===== src/pkg/orx_consts.vh =====
// constants for the or/return/rotate execution slice
// assumes includer owns clk and synchronous active-high rst
// Operation
// - nop changes nothing, only advances
// - or memory into accumulator, zero only
// - or immediate into accumulator, zero only
// - or accumulator into memory, zero only
// - return pops stack into pc, no flags
// - return pops pc, loads immediate into accumulator
// - interrupt return pops pc, sets enable
// - pending interrupt served before main resumes
// - rotate memory left, bit7 to bit0, no flags
`ifndef ORX_CONSTS_VH
`define ORX_CONSTS_VH
`define ORX_OP_W 4
`define ORX_OP_NOP 4'h0
`define ORX_OP_OR_MEM 4'h1
`define ORX_OP_OR_IMM 4'h2
`define ORX_OP_OR_INTO_MEM 4'h3
`define ORX_OP_RET 4'h4
`define ORX_OP_RET_VAL 4'h5
`define ORX_OP_INT_RETURN 4'h6
`define ORX_OP_ROT_LEFT_MEM 4'h7
`define ORX_PC_W 13
`define ORX_ADDR_W 8
`define ORX_DATA_W 8
`define ORX_STACK_DEPTH 8
`define ORX_SP_W 3
`define ORX_ACC_RST 8'h00
`define ORX_PC_RST 13'h0000
`define ORX_INT_VECTOR 13'h0004
`endif


===== src/logic/orx_alu.v =====
// combinational result unit for or and rotate-left
// assumes operands arrive stable from the sequencer
`timescale 1ns/10ps
`include "orx_consts.vh"
module orx_alu (
  // operands
  input wire [`ORX_DATA_W-1:0] a,
  input wire [`ORX_DATA_W-1:0] b,
  input wire rotate,
  // result
  output wire [`ORX_DATA_W-1:0] y,
  output wire zero
);
  assign y = rotate ? {b[`ORX_DATA_W-2:0], b[`ORX_DATA_W-1]} : (a | b);
  assign zero = (y == 8'h00);
endmodule // orx_alu


===== src/logic/orx_exec.v =====
// executes nop, or forms, returns and rotate-left of memory
// assumes a one-cycle synchronous data memory read port and an external instruction source
`timescale 1ns/10ps
`include "orx_consts.vh"
module orx_exec (
  // clock and reset
  input wire clk,
  input wire rst,
  // instruction issue
  input wire instr_valid,
  input wire [`ORX_OP_W-1:0] instr_op,
  input wire [`ORX_ADDR_W-1:0] instr_addr,
  input wire [`ORX_DATA_W-1:0] instr_imm,
  output wire instr_ready,
  // subroutine entry, pushes the return address
  input wire call_valid,
  input wire [`ORX_PC_W-1:0] call_target,
  // interrupt request from the controller, same clock
  input wire int_pending,
  // data memory
  output reg mem_rd_q,
  output reg mem_wr_q,
  output reg [`ORX_ADDR_W-1:0] mem_addr_q,
  output reg [`ORX_DATA_W-1:0] mem_wdata_q,
  input wire [`ORX_DATA_W-1:0] mem_rdata,
  // architectural state
  output reg [`ORX_DATA_W-1:0] accumulator_q,
  output reg zero_flag_q,
  output reg master_interrupt_enable_q,
  output reg [`ORX_PC_W-1:0] pc_q,
  output reg int_taken_q
);
  // one-hot states; the wait state covers the memory's read latency
  localparam [3:0] ST_IDLE = 4'h1;
  localparam [3:0] ST_WAIT = 4'h2;
  localparam [3:0] ST_READ = 4'h4;
  localparam [3:0] ST_WRITE = 4'h8;

  reg [3:0] state_q;
  reg [3:0] state_d;
  reg [`ORX_OP_W-1:0] op_q;
  reg [`ORX_OP_W-1:0] op_d;
  reg [`ORX_PC_W-1:0] stack_q [0:`ORX_STACK_DEPTH-1];
  reg [`ORX_SP_W-1:0] sp_q;
  reg [`ORX_SP_W-1:0] sp_d;
  reg [`ORX_PC_W-1:0] pc_d;
  reg [`ORX_DATA_W-1:0] accumulator_d;
  reg zero_flag_d;
  reg master_interrupt_enable_d;
  reg mem_rd_d;
  reg mem_wr_d;
  reg [`ORX_ADDR_W-1:0] mem_addr_d;
  reg [`ORX_DATA_W-1:0] mem_wdata_d;
  reg int_taken_d;
  reg stack_push;
  reg [`ORX_PC_W-1:0] stack_push_pc;

  wire [`ORX_DATA_W-1:0] alu_b;
  wire alu_rotate;
  wire [`ORX_DATA_W-1:0] alu_y;
  wire alu_zero;
  wire is_mem_op;
  wire take_int;
  wire [`ORX_SP_W-1:0] sp_top;
  wire [`ORX_PC_W-1:0] pc_next;

  // one shared alu: in idle it serves or-immediate, in read the memory forms;
  // rotate is gated by the state so a stale opcode cannot bend an or-immediate
  assign alu_b = (state_q == ST_READ) ? mem_rdata : instr_imm;
  assign alu_rotate = (state_q == ST_READ) && (op_q == `ORX_OP_ROT_LEFT_MEM);
  orx_alu u_alu (
    .a(accumulator_q),
    .b(alu_b),
    .rotate(alu_rotate),
    .y(alu_y),
    .zero(alu_zero)
  );

  assign instr_ready = (state_q == ST_IDLE) && !take_int;
  assign is_mem_op = (instr_op == `ORX_OP_OR_MEM) || (instr_op == `ORX_OP_OR_INTO_MEM) ||
    (instr_op == `ORX_OP_ROT_LEFT_MEM);
  // interrupts are taken only between instructions, so an enable set by
  // the interrupt return lets a pending request in before the next fetch
  assign take_int = master_interrupt_enable_q && int_pending;
  assign sp_top = sp_q - 3'h1;
  assign pc_next = pc_q + 13'h0001;

  // next-state logic; registers hold unless a branch moves them, but the mem_rd_q, mem_wr_q and int_taken_q strobes default low
  always @* begin
    state_d = state_q;
    op_d = op_q;
    sp_d = sp_q;
    pc_d = pc_q;
    accumulator_d = accumulator_q;
    zero_flag_d = zero_flag_q;
    master_interrupt_enable_d = master_interrupt_enable_q;
    mem_rd_d = 1'b0;
    mem_wr_d = 1'b0;
    mem_addr_d = mem_addr_q;
    mem_wdata_d = mem_wdata_q;
    int_taken_d = 1'b0;
    stack_push = 1'b0;
    stack_push_pc = pc_q;
    case (state_q)
      ST_IDLE: begin
        if (take_int) begin
          // vector entry: push pc, mask further interrupts
          stack_push = 1'b1;
          stack_push_pc = pc_q;
          sp_d = sp_q + 3'h1;
          pc_d = `ORX_INT_VECTOR;
          master_interrupt_enable_d = 1'b0;
          int_taken_d = 1'b1;
        end else if (call_valid) begin
          stack_push = 1'b1;
          stack_push_pc = pc_next;
          sp_d = sp_q + 3'h1;
          pc_d = call_target;
        end else if (instr_valid) begin
          op_d = instr_op;
          if (is_mem_op) begin
            mem_rd_d = 1'b1;
            mem_addr_d = instr_addr;
            state_d = ST_WAIT;
          end else begin
            case (instr_op)
              `ORX_OP_OR_IMM: begin
                accumulator_d = alu_y;
                zero_flag_d = alu_zero;
                pc_d = pc_next;
              end
              `ORX_OP_RET: begin
                pc_d = stack_q[sp_top];
                sp_d = sp_top;
              end
              `ORX_OP_RET_VAL: begin
                pc_d = stack_q[sp_top];
                sp_d = sp_top;
                accumulator_d = instr_imm;
              end
              `ORX_OP_INT_RETURN: begin
                pc_d = stack_q[sp_top];
                sp_d = sp_top;
                master_interrupt_enable_d = 1'b1;
              end
              default: begin
                pc_d = pc_next;
              end
            endcase
          end
        end
      end
      ST_WAIT: begin
        // the read port is registered: its data stands only in the next cycle
        state_d = ST_READ;
      end
      ST_READ: begin
        pc_d = pc_next;
        if (op_q == `ORX_OP_OR_MEM) begin
          accumulator_d = alu_y;
          zero_flag_d = alu_zero;
          state_d = ST_IDLE;
        end else begin
          // or-into-memory and rotate write back; accumulator untouched
          mem_wr_d = 1'b1;
          mem_wdata_d = alu_y;
          if (op_q == `ORX_OP_OR_INTO_MEM) begin
            zero_flag_d = alu_zero;
          end
          state_d = ST_WRITE;
        end
      end
      ST_WRITE: begin
        state_d = ST_IDLE;
      end
      default: begin
        state_d = ST_IDLE;
      end
    endcase
  end

  // register stage
  always @(posedge clk) begin
    if (rst) begin
      state_q <= ST_IDLE;
      op_q <= `ORX_OP_NOP;
      sp_q <= 3'h0;
      pc_q <= `ORX_PC_RST;
      accumulator_q <= `ORX_ACC_RST;
      zero_flag_q <= 1'b0;
      master_interrupt_enable_q <= 1'b0;
      mem_rd_q <= 1'b0;
      mem_wr_q <= 1'b0;
      mem_addr_q <= 8'h00;
      mem_wdata_q <= 8'h00;
      int_taken_q <= 1'b0;
    end else begin
      state_q <= state_d;
      op_q <= op_d;
      sp_q <= sp_d;
      pc_q <= pc_d;
      accumulator_q <= accumulator_d;
      zero_flag_q <= zero_flag_d;
      master_interrupt_enable_q <= master_interrupt_enable_d;
      mem_rd_q <= mem_rd_d;
      mem_wr_q <= mem_wr_d;
      mem_addr_q <= mem_addr_d;
      mem_wdata_q <= mem_wdata_d;
      int_taken_q <= int_taken_d;
    end
  end

  // the stack has no reset and wraps at its depth: nesting deeper than
  // eight overwrites the oldest return address without warning
  always @(posedge clk) begin
    if (!rst && stack_push) begin
      stack_q[sp_q] <= stack_push_pc;
    end
  end

endmodule // orx_exec


===== config.mk =====
export PLATFORM = sky130hd
export DESIGN_NAME = orx_exec
export DESIGN_NICKNAME = d
export VERILOG_FILES = /design/src/logic/orx_alu.v /design/src/logic/orx_exec.v
export VERILOG_INCLUDE_DIRS = /design/src /design/src/pkg
export SDC_FILE = /design/constraint.sdc
export NUM_CORES = 1
export LEC_CHECK = 0
export BUFFER_PORTS_ARGS = -buffer_cell sky130_fd_sc_hd__clkbuf_2
export CAP_MARGIN = 0
export CORE_MARGIN = 10
export CORE_UTILIZATION = 45
export DETAILED_ROUTE_END_ITERATION = 8
export GPL_TIMING_DRIVEN = 0
export PLACE_DENSITY_LB_ADDON = 0.3
export SLEW_MARGIN = 20
export SYNTH_ARGS = -nofsm -noshare
export SYNTH_HDL_FRONTEND = slang
export SYNTH_SLANG_ARGS = --single-unit

===== constraint.sdc =====
create_clock -name clk -period 3.55 [get_ports clk]
set_input_delay 0.71 -clock clk [delete_from_list [all_inputs] [get_ports clk]]
set_output_delay 0.71 -clock clk [all_outputs]
set_load 0.02 [all_outputs]

==> flow_summary_export.csv, run 1 <==
group,metric,value,unit
synthesis,synth_cells,566,
run,drv_cap,0,
clock_network,clk_path_buf_depth,2,
detailed_routing,vias,5294,
clock_network,cts_sinks,157,
synthesis,synth_top_cell_area_share,43.8,%
synthesis,synth_area_leaders,"edfxtp_1 (44%), dfxtp_1 (15%), mux4_2 (8.2%)",
power_and_ir_drop,p_per_area,530,nW/um^2
power_and_ir_drop,peakVddDrop,0.314,mV
layout,multi_input_area,2820,um^2
floorplan,die-width,146,um
layout,register_area,4180,um^2
critical_path,startpoint_type,"flop",
synthesis,ys_async_sr_fraction,0,%
sta,post-route-min-period,3240,ps
detailed_routing,first_iter_violations,400,
floorplan,dieArea,21300,um^2
critical_path,cp.required,3830,ps
layout,layout_common_cells,"edfxtp_1 (104), clkbuf_2 (90), nor2_1 (57)",
synthesis,synth_top_area_cell,"edfxtp_1",
place,place_ws,-215,ps
place,hpwlAfterDp,14000,um
sta,finalClockSkew,6.73,ps
clock_network,clock-root-buffer,"clkbuf_16",
clock_network,htreeDepth,4,
layout,stdcell_area,8540,um^2
sta,slew_viol_final,0,
place,gp_congestion,0.905,
run_status,outcome,"complete, no violations",
floorplan,rows,45,
sta,slew-limit-headroom,42.9,%
synthesis,synth_edf_count,104,
layout,layout_commonest_cell,"edfxtp_1",
critical_path,arrival,3510,ps
detailed_routing,wl,19700,um
synthesis,ys_ff_latch,157,
critical_path,crit_path_end_kind,"flop",
sta,fin_crit_sh,91.1,%
critical_path,critPathMaxStageDelay,380,ps
synthesis,synth.yosys.warnings,0,
clock_network,clkTransAtPathRegs,60,ps
synthesis,syn_area,7130,um^2
clock_network,cts_buffers,17,
clock_network,tritoncts,"built",
clock_network,insertion_delay,430,ps
sta,setup_violations,0,
clock_network,cts_setup_buffers,0,
sta,fin_setup_tns,0,ps
critical_path,cp_slowest_cell,"dfxtp_1",
sta,worst_slew_pin_slew,856,ps
synthesis,synth-seq-area-share,58.7,%
detailed_routing,drc,0,
layout,area_growth,19.8,%
detailed_routing,dr.pass1.iters,6,
min_path,hp-class,"flop to flop",
detailed_routing,vias_per_cell,5.86,
detailed_routing,post_drt_wl_per_cell,21.8,um
floorplan,start_util,46.4,%
critical_path,path_max_fanout,10,
layout,layout.filler_cells,1305,
grt,grtUsageTotal,18.5,%
grt,grt.overflow.total,0,
floorplan,pin_count,89,
grt,grt_pass1_wl,30500,um
critical_path,setup.worst_path.class,"flop to flop",
sta,finalHoldViolCount,0,
grt,antenna_found_initial,0,
sta,rsz0062_at_grt,"no",
place,place_area,7920,um^2
grt,grt_max_degree,17,
critical_path,crit_chain,"buf_4 > buf_2 > inv_1 > ha_1 > clkbuf_2 > clkbuf_2 > mux4_2 > mux2_2 > a221oi_1 > a221oi_1",
power_and_ir_drop,p_leak,3.12,nW
layout,nNetsFinal,728,
synthesis,syn_nets,615,
clock_network,cts_hold_buf,0,
sta,worst_slack,314,ps
place,portBuffers,87,
grt,grt_pass1_vias,5254,
floorplan,die-height,146,um
layout,drive_gt1_share,28.3,%
layout,antennaDiodeCount,0,
synthesis,avgSynthCellArea,12.6,um^2
detailed_routing,postRouteAntennaNets,0,
synthesis,synth_cell_types,56,
floorplan,core_area,15400,um^2
sta,max_freq,309,MHz
synthesis,synthFlopType,"edfxtp_1",
[routing by layer]
layer  vias up  share of wire [%]  global-route usage (%)
met3        33                7.9                    5.25
met4         0                2.5                    7.58
met1      2619                 43                    23.6
li1       2393                  -                       -
met5         -                  0                       0
met2       249                 47                    28.7
[registers in the layout (all words and copies together) (netlist names)]
signal	cells
pc_q	13
int_taken_q	1
mem_rd_q	1
zero_flag_q	1
mem_addr_q	8
op_q	4
master_interrupt_enable_q	1
stack_q	104
mem_wr_q	1
accumulator_q	8
state_q	4
mem_wdata_q	8
sp_q	3
[power breakdown]
part           leakage [nW]  internal [mW]  total [mW]  switching [mW]
Clock                 0.304           1.13        1.86           0.723
Combinational          1.43          0.258       0.615           0.357
Sequential             1.39           2.01        2.05          0.0379
Total                  3.12           3.41        4.52            1.12
[cell families after synthesis]
group	count (synthesis)	synth area share [%]
flops	157	58.7
compound gates	87	7.71
xor+xnor	21	2.58
mux	69	14.5
fa+ha+maj	3	0.527
simple gates	193	13.8
buf+inv	36	2.18
[path summary, 6_finish.rpt]
| check | to | startpoint | cells after the start | slack, ps |
|---|---|---|---|---|
| min | mem_wdata_q[3]$_SDFFE_PP0P_ | mem_wdata_q[3]$_SDFFE_PP0P_ | 2 | 460 |
| max | pc_q[11]$_SDFFE_PP0P_ | sp_q[0]$_SDFFE_PP0P_ | 10 | 310 |
| max reg2reg | pc_q[11]$_SDFFE_PP0P_ | sp_q[0]$_SDFFE_PP0P_ | 10 | 310 |
| min reg2reg | mem_wdata_q[3]$_SDFFE_PP0P_ | mem_wdata_q[3]$_SDFFE_PP0P_ | 2 | 460 |
[what timing repair did]
action | CTS | global route
endpoints found under the hold margin | 0 | 0
endpoints found under the setup margin | 10 | 0
resized for setup | 3 | 0
[final cells by class]
cell class	instances	share of cell area, %
Clock inverter	7	0.864
Multi-Input combinational cell	373	33.0
Clock buffer	25	6.34
Tap cell	211	3.09
Inverter	4	0.176
Buffer	32	1.68
Timing Repair Buffer	94	5.85
Sequential cell	157	49.0
[critical path, delay by kind of cell (launching register included)]
family / cells / cell delay, ps
compound gates: 2 / 380
buf+inv: 5 / 1380
fa+ha+maj: 1 / 290
mux: 2 / 640
flops: 1 / 380
[synth_stat cells (all sizes together), types with 4 or more instances]
cell and count:
nor2 59, nor2b 7, a21oi 31, clkbuf 22
edfxtp 104, xor2 11, mux2 14, mux2i 29
buf 10, nor4 13, o22ai 4, nand3 9
xnor2 10, a31oi 4, o21ai 19, and3 5
mux4 26, dfxtp 53, inv 4, nor3 36
a221oi 9, nand2 43
[per-stage QoR]
stage | hold WS (ps) | utilization, % | total power [mW] | std cells
2_1_floorplan | 485 | - | 2.50 | 566
3_3_place_gp | 446 | 50.9 | 2.68 | 864
3_5_place_dp | 448 | 51.5 | 2.70 | 871
4_1_cts | 456 | 55.6 | 4.55 | 903
5_1_grt | 493 | 55.6 | 4.67 | 903
6_report | 456 | 55.6 | 4.52 | 903
No activity file was read; power rests on OpenSTA's default activity.
==> inputs of run 2 (changes only) <==
CORE_UTILIZATION = 58   (was 45)
==> run 2 against run 1 <==
  * Die area is 20% lower
  * Cell area is 1.4% lower
  * Largest cell class unchanged
  * Non-clock buffer count fell by 1
  * Register-to-register slack better by 20 ps
  * Sequential power about the same
  * Clock skew barely moved
  * Worst setup slack improved by 21 ps
  * Critical path type unchanged
  * Clock-buffer cell count decreased by 6
  * First-iteration DRC count grew 38%
  * Sequential share of layout area is 0.70 points higher
  * Final cell count is 7.2% lower
  * Worst hold slack got worse by 1.2 ps
==> flow_summary_export.csv, run 2 (synthesis results as in run 1) <==
group,metric,value,unit
layout,layout_commonest_cell,"edfxtp_1",
detailed_routing,vias,5354,
min_path,hp-start,"mem_wdata_q[5]$_SDFFE_PP0P_",
clock_network,cts_buffers,17,
critical_path,r2r_start,"sp_q[0]$_SDFFE_PP0P_",
sta,post-route-min-period,3210,ps
detailed_routing,wl,19100,um
detailed_routing,drc,0,
critical_path,cp.required,3820,ps
sta,slew-limit-headroom,41.9,%
critical_path,setup.worst_path.class,"flop to flop",
clock_network,insertion_delay,420,ps
run_status,outcome,"complete, no violations",
critical_path,arrival,3490,ps
power_and_ir_drop,power,4.44,mW
sta,fin_crit_sh,90.5,%
critical_path,startpoint_type,"flop",
clock_network,cts_setup_buffers,0,
layout,reg_top3,"stack_q x104, pc_q x13",
grt,grt_pass1_vias,5238,
floorplan,rows,40,
floorplan,die-width,131,um
power_and_ir_drop,p_per_area,527,nW/um^2
clock_network,clock-root-buffer,"clkbuf_16",
detailed_routing,post_drt_wl_per_cell,22.8,um
floorplan,die-height,131,um
place,hpwlAfterDp,13700,um
layout,largest_reg_flops,104,
critical_path,critPathMaxStageDelay,480,ps
place,portBuffers,87,
min_path,holdPathStages,2,
power_and_ir_drop,p_leak,3.09,nW
sta,finalClockSkew,6.71,ps
detailed_routing,postRouteAntennaNets,0,
grt,antenna_found_initial,0,
clock_network,clkTransAtPathRegs,60,ps
layout,nNetsFinal,727,
critical_path,worst_r2r_endpoint,"pc_q[9]$_SDFFE_PP0P_",
grt,grtUsageTotal,22.8,%
sta,setup_violations,0,
grt,grt_max_degree,17,
clock_network,cts_sinks,157,
critical_path,crit_path_end_kind,"flop",
layout,regMostFlops,"stack_q",
layout,layout_common_cells,"edfxtp_1 (104), clkbuf_2 (89), nor2_1 (57)",
floorplan,start_util,59.3,%
min_path,hp-class,"flop to flop",
layout,drive_gt1_share,28.2,%
critical_path,crit_chain,"buf_4 > buf_2 > inv_1 > ha_2 > clkbuf_2 > mux4_2 > mux2_2 > a221oi_1 > a221oi_1",
floorplan,pin_count,89,
sta,worst_slew_pin_slew,871,ps
critical_path,reg2reg_slack,340,ps
floorplan,core_area,12000,um^2
floorplan,dieArea,17100,um^2
layout,antennaDiodeCount,0,
detailed_routing,first_iter_violations,551,
layout,layout.filler_cells,856,
sta,finalHoldViolCount,0,
sta,max_freq,311,MHz
layout,area_growth,18.1,%
power_and_ir_drop,peakVddDrop,0.426,mV
sta,slew_viol_final,0,
critical_path,critPathMostFrequentCell,"a221oi_1",
critical_path,path_max_fanout,10,
sta,rsz0062_at_grt,"no",
grt,grt_pass1_wl,29100,um
run,drv_cap,0,
min_path,whs_endpoint,"mem_wdata_q[5]$_SDFFE_PP0P_",
critical_path,reg2reg_depth,9,
detailed_routing,dr.pass1.iters,5,
clock_network,cts_hold_buf,0,
clock_network,clk_path_buf_depth,2,
clock_network,htreeDepth,4,
detailed_routing,vias_per_cell,6.39,
place,gp_congestion,0.926,
clock_network,tritoncts,"built",
sta,holdWs,455,ps
grt,grt.overflow.total,0,
critical_path,cp_slowest_cell,"ha_2",
run 2: how the worst max path moves through the flow:
stage                         startpoint                  endpoint  slack [ps]
global route        sp_q[0]$_SDFFE_PP0P_      pc_q[9]$_SDFFE_PP0P_         100
finish              sp_q[0]$_SDFFE_PP0P_      pc_q[9]$_SDFFE_PP0P_         340
global placement             int_pending  stack_q[5][10]$_DFFE_PP_        -680
detailed placement  sp_q[0]$_SDFFE_PP0P_     pc_q[10]$_SDFFE_PP0P_        -200
CTS                 sp_q[0]$_SDFFE_PP0P_     pc_q[10]$_SDFFE_PP0P_          20
floorplan           sp_q[0]$_SDFFE_PP0P_   stack_q[5][0]$_DFFE_PP_         580
run 2: through the flow:
| step | utilization, % | setup slack, ps | setup TNS, ps | cell area, um^2 | instances |
|---|---|---|---|---|---|
| after floorplan | - | 578 | 0 | 7130 | 566 |
| after global placement | 64.5 | -682 | -41990 | 7750 | 800 |
| after detailed placement | 65.3 | -201 | -626 | 7850 | 807 |
| after CTS | 70.1 | 17.9 | 0 | 8420 | 839 |
| after global routing | 70.1 | 97.8 | 0 | 8420 | 838 |
| final | 70.1 | 336 | 0 | 8420 | 838 |
run 2: routing by layer:
metal  part of all wire (%)  routed length (um)  track usage [%]  vias to the layer above
li1                       -                   -                -                     2392
met1                     40                7700             28.7                     2654
met2                     47                9050             36.1                      263
met3                    8.4                1610             5.28                       45
met4                    3.8                 726             11.8                        0
met5                      0                   0                0                        -
run 2: layout make-up:
class,count,area (um^2),share of cell area [%]
sequential,157,4180,49.7
multi-input combinational,373,2820,33.5
timing repair buffer,94,503,5.97
clock buffer,19,433,5.14
tap,147,184,2.18
clock inverter,13,141,1.68
buffer,31,139,1.65
inverter,4,15.0,0.178
run 2: worst max-delay path, delay by kind of cell (launching register included):
kind | cells | cell delay, ps
compound gates | 2 | 430
flops | 1 | 380
buf+inv | 4 | 1080
mux | 2 | 660
fa+ha+maj | 1 | 480
run 2: where the power goes:
part	switching, mW	internal (mW)
combinational	0.358	0.260
clock	0.733	1.04
sequential	0.0380	2.01
run 2: timing repair:
action,CTS,global route
endpoints found under the hold margin,0,0
pin swaps,0,0
resized for setup,2,1
endpoints found under the setup margin,8,7
==> inputs of run 3 (changes only) <==
RECOVER_POWER = 50   (was not set)
==> run 3 against run 2 <==
  * Global-route usage stayed put
  * Non-clock buffer count is the same
  * Total power decreased by 0.20%
  * Clock skew hardly changed
  * Flip-flop and latch count unchanged
  * Maximum frequency increased by 0.27%
  * Sequential power about the same
  * First-iteration DRC count shrank 7.6%
  * Die area is the same
  * Utilization shrank 0.58 points
  * Critical path type unchanged
==> flow_summary_export.csv, run 3 (synthesis results as in run 1) <==
group,metric,value,unit
detailed_routing,first_iter_violations,509,
floorplan,pin_count,89,
place,place_area,7850,um^2
clock_network,tritoncts,"built",
place,dpl.cell_count,807,
place,portBuffers,87,
sta,finalClockSkew,6.57,ps
layout,regMostFlops,"stack_q",
layout,post-route-util,69.5,%
run_status,outcome,"complete, no violations",
layout,largest_reg_flops,104,
layout,reg_top3,"stack_q x104, pc_q x13",
sta,worst_slew_pin_slew,1250,ps
floorplan,die-height,131,um
clock_network,clk_path_buf_depth,2,
floorplan,start_util,59.3,%
power_and_ir_drop,p_leak,2.94,nW
clock_network,cts_sinks,157,
grt,grt_max_degree,17,
grt,antenna_found_initial,0,
grt,grt_pass1_vias,5238,
sta,slew-limit-headroom,15.8,%
place,gp_congestion,0.926,
power_and_ir_drop,p_per_area,531,nW/um^2
clock_network,insertion_delay,420,ps
floorplan,rows,40,
sta,post-route-min-period,3210,ps
detailed_routing,postRouteAntennaNets,0,
critical_path,cp_slowest_cell,"ha_2",
detailed_routing,drc,0,
detailed_routing,wl,19200,um
critical_path,critPathMaxStageDelay,490,ps
critical_path,worst_r2r_endpoint,"pc_q[10]$_SDFFE_PP0P_",
critical_path,path_max_fanout,10,
layout,area_growth,17.1,%
min_path,hp-class,"flop to flop",
floorplan,dieArea,17100,um^2
sta,setup_violations,0,
sta,max_freq,312,MHz
clock_network,cts_buffers,17,
clock_network,clkTransAtPathRegs,60,ps
layout,layout_commonest_cell,"edfxtp_1",
critical_path,cp.required,3830,ps
layout,layout_common_cells,"edfxtp_1 (104), clkbuf_1 (65), nor2_1 (58)",
critical_path,setup.worst_path.class,"flop to flop",
floorplan,core_area,12000,um^2
power_and_ir_drop,peakVddDrop,0.426,mV
floorplan,die-width,131,um
min_path,hp-start,"mem_wdata_q[3]$_SDFFE_PP0P_",
layout,drive_gt1_share,21.3,%
sta,slew_viol_final,0,
run,drv_cap,0,
grt,grt.overflow.total,0,
sta,rsz0062_at_grt,"no",
grt,grtUsageTotal,22.8,%
detailed_routing,post_drt_wl_per_cell,22.9,um
detailed_routing,vias_per_cell,6.44,
layout,antennaDiodeCount,0,
layout,instances_no_fill,838,
critical_path,crit_family,"buffers and inverters",
critical_path,crit_path_end_kind,"flop",
critical_path,reg2reg_slack,340,ps
layout,stdcell_area,8350,um^2
critical_path,crit_chain,"buf_4 > buf_2 > inv_1 > ha_2 > clkbuf_2 > mux4_2 > mux2i_1 > o21ai_0 > o211ai_1 > a21oi_1",
critical_path,reg2reg_depth,10,
critical_path,startpoint_type,"flop",
min_path,holdPathStages,2,
clock_network,htreeDepth,4,
sta,fin_crit_sh,90.3,%
power_and_ir_drop,power,4.43,mW
sta,finalHoldViolCount,0,
detailed_routing,vias,5397,
place,hpwlAfterDp,13700,um
layout,nNetsFinal,727,
critical_path,r2r_start,"sp_q[0]$_SDFFE_PP0P_",
place,place_ws,-201,ps
grt,grt_pass1_wl,29100,um
critical_path,arrival,3490,ps
clock_network,clock-root-buffer,"clkbuf_16",
sta,holdWs,453,ps
min_path,whs_endpoint,"mem_wdata_q[3]$_SDFFE_PP0P_",
sta,fin_setup_tns,0,ps
detailed_routing,dr.pass1.iters,6,
sta,worst_slack,344,ps
critical_path,cp.buffers_inverters,4,
-- run 3: cell types whose count changed in the layout (fill, tap and decap cells not counted), sizes merged --
cell,delta
buf,-1
clkbuf,+1
-- run 3: metal layers --
| metal | global-route usage (%) | vias up | routed length, um |
|---|---|---|---|
| li1 | - | 2386 | - |
| met1 | 28.7 | 2682 | 7660 |
| met4 | 11.8 | 0 | 781 |
| met3 | 5.28 | 47 | 1680 |
| met2 | 36.1 | 282 | 9070 |
| met5 | 0 | - | 0 |
-- run 3: power by group --
group / leakage [nW] / switching (mW) / internal, mW
sequential: 1.39 / 0.0377 / 2.01
clock: 0.274 / 0.728 / 1.04
combinational: 1.27 / 0.358 / 0.255
total: 2.94 / 1.12 / 3.31
-- run 3: worst max path at each step --
stage / depth (start not counted) / from / slack (ps) / end
2_1_floorplan: 5 / sp_q[0]$_SDFFE_PP0P_ / 580 / stack_q[5][0]$_DFFE_PP_
3_3_place_gp: 5 / int_pending / -680 / stack_q[5][10]$_DFFE_PP_
3_5_place_dp: 11 / sp_q[0]$_SDFFE_PP0P_ / -200 / pc_q[10]$_SDFFE_PP0P_
4_1_cts: 11 / sp_q[0]$_SDFFE_PP0P_ / 20 / pc_q[10]$_SDFFE_PP0P_
5_1_grt: 9 / sp_q[0]$_SDFFE_PP0P_ / 100 / pc_q[9]$_SDFFE_PP0P_
6_report: 10 / sp_q[0]$_SDFFE_PP0P_ / 340 / pc_q[10]$_SDFFE_PP0P_
-- run 3: area by class of cell --
| class | instances | area (um^2) |
|---|---|---|
| multi-input cells | 373 | 2810 |
| clock buffers | 19 | 433 |
| well taps | 147 | 184 |
| flip-flops and latches | 157 | 4180 |
| repair buffers | 94 | 449 |
| fillers | 879 | 3660 |
| plain buffers | 31 | 138 |
| inverters | 4 | 15.0 |
| clock inverters | 13 | 141 |
-- run 3: repair_timing --
item / CTS / global route
hold endpoints to repair: 0 / 0
endpoints found under the setup margin: 8 / 7
setup buffers: 0 / 0
gates resized for setup: 2 / 1
hold buffers: 0 / 0
gates cloned: 0 / 0
-- run 3: worst min-delay path: cells and delay by family, from the launching register on --
family / cells / cell delay [ps]
AO/OA/AOI/OAI: 1 / 50
flip-flops: 1 / 310
AND/OR/NAND/NOR: 1 / 50
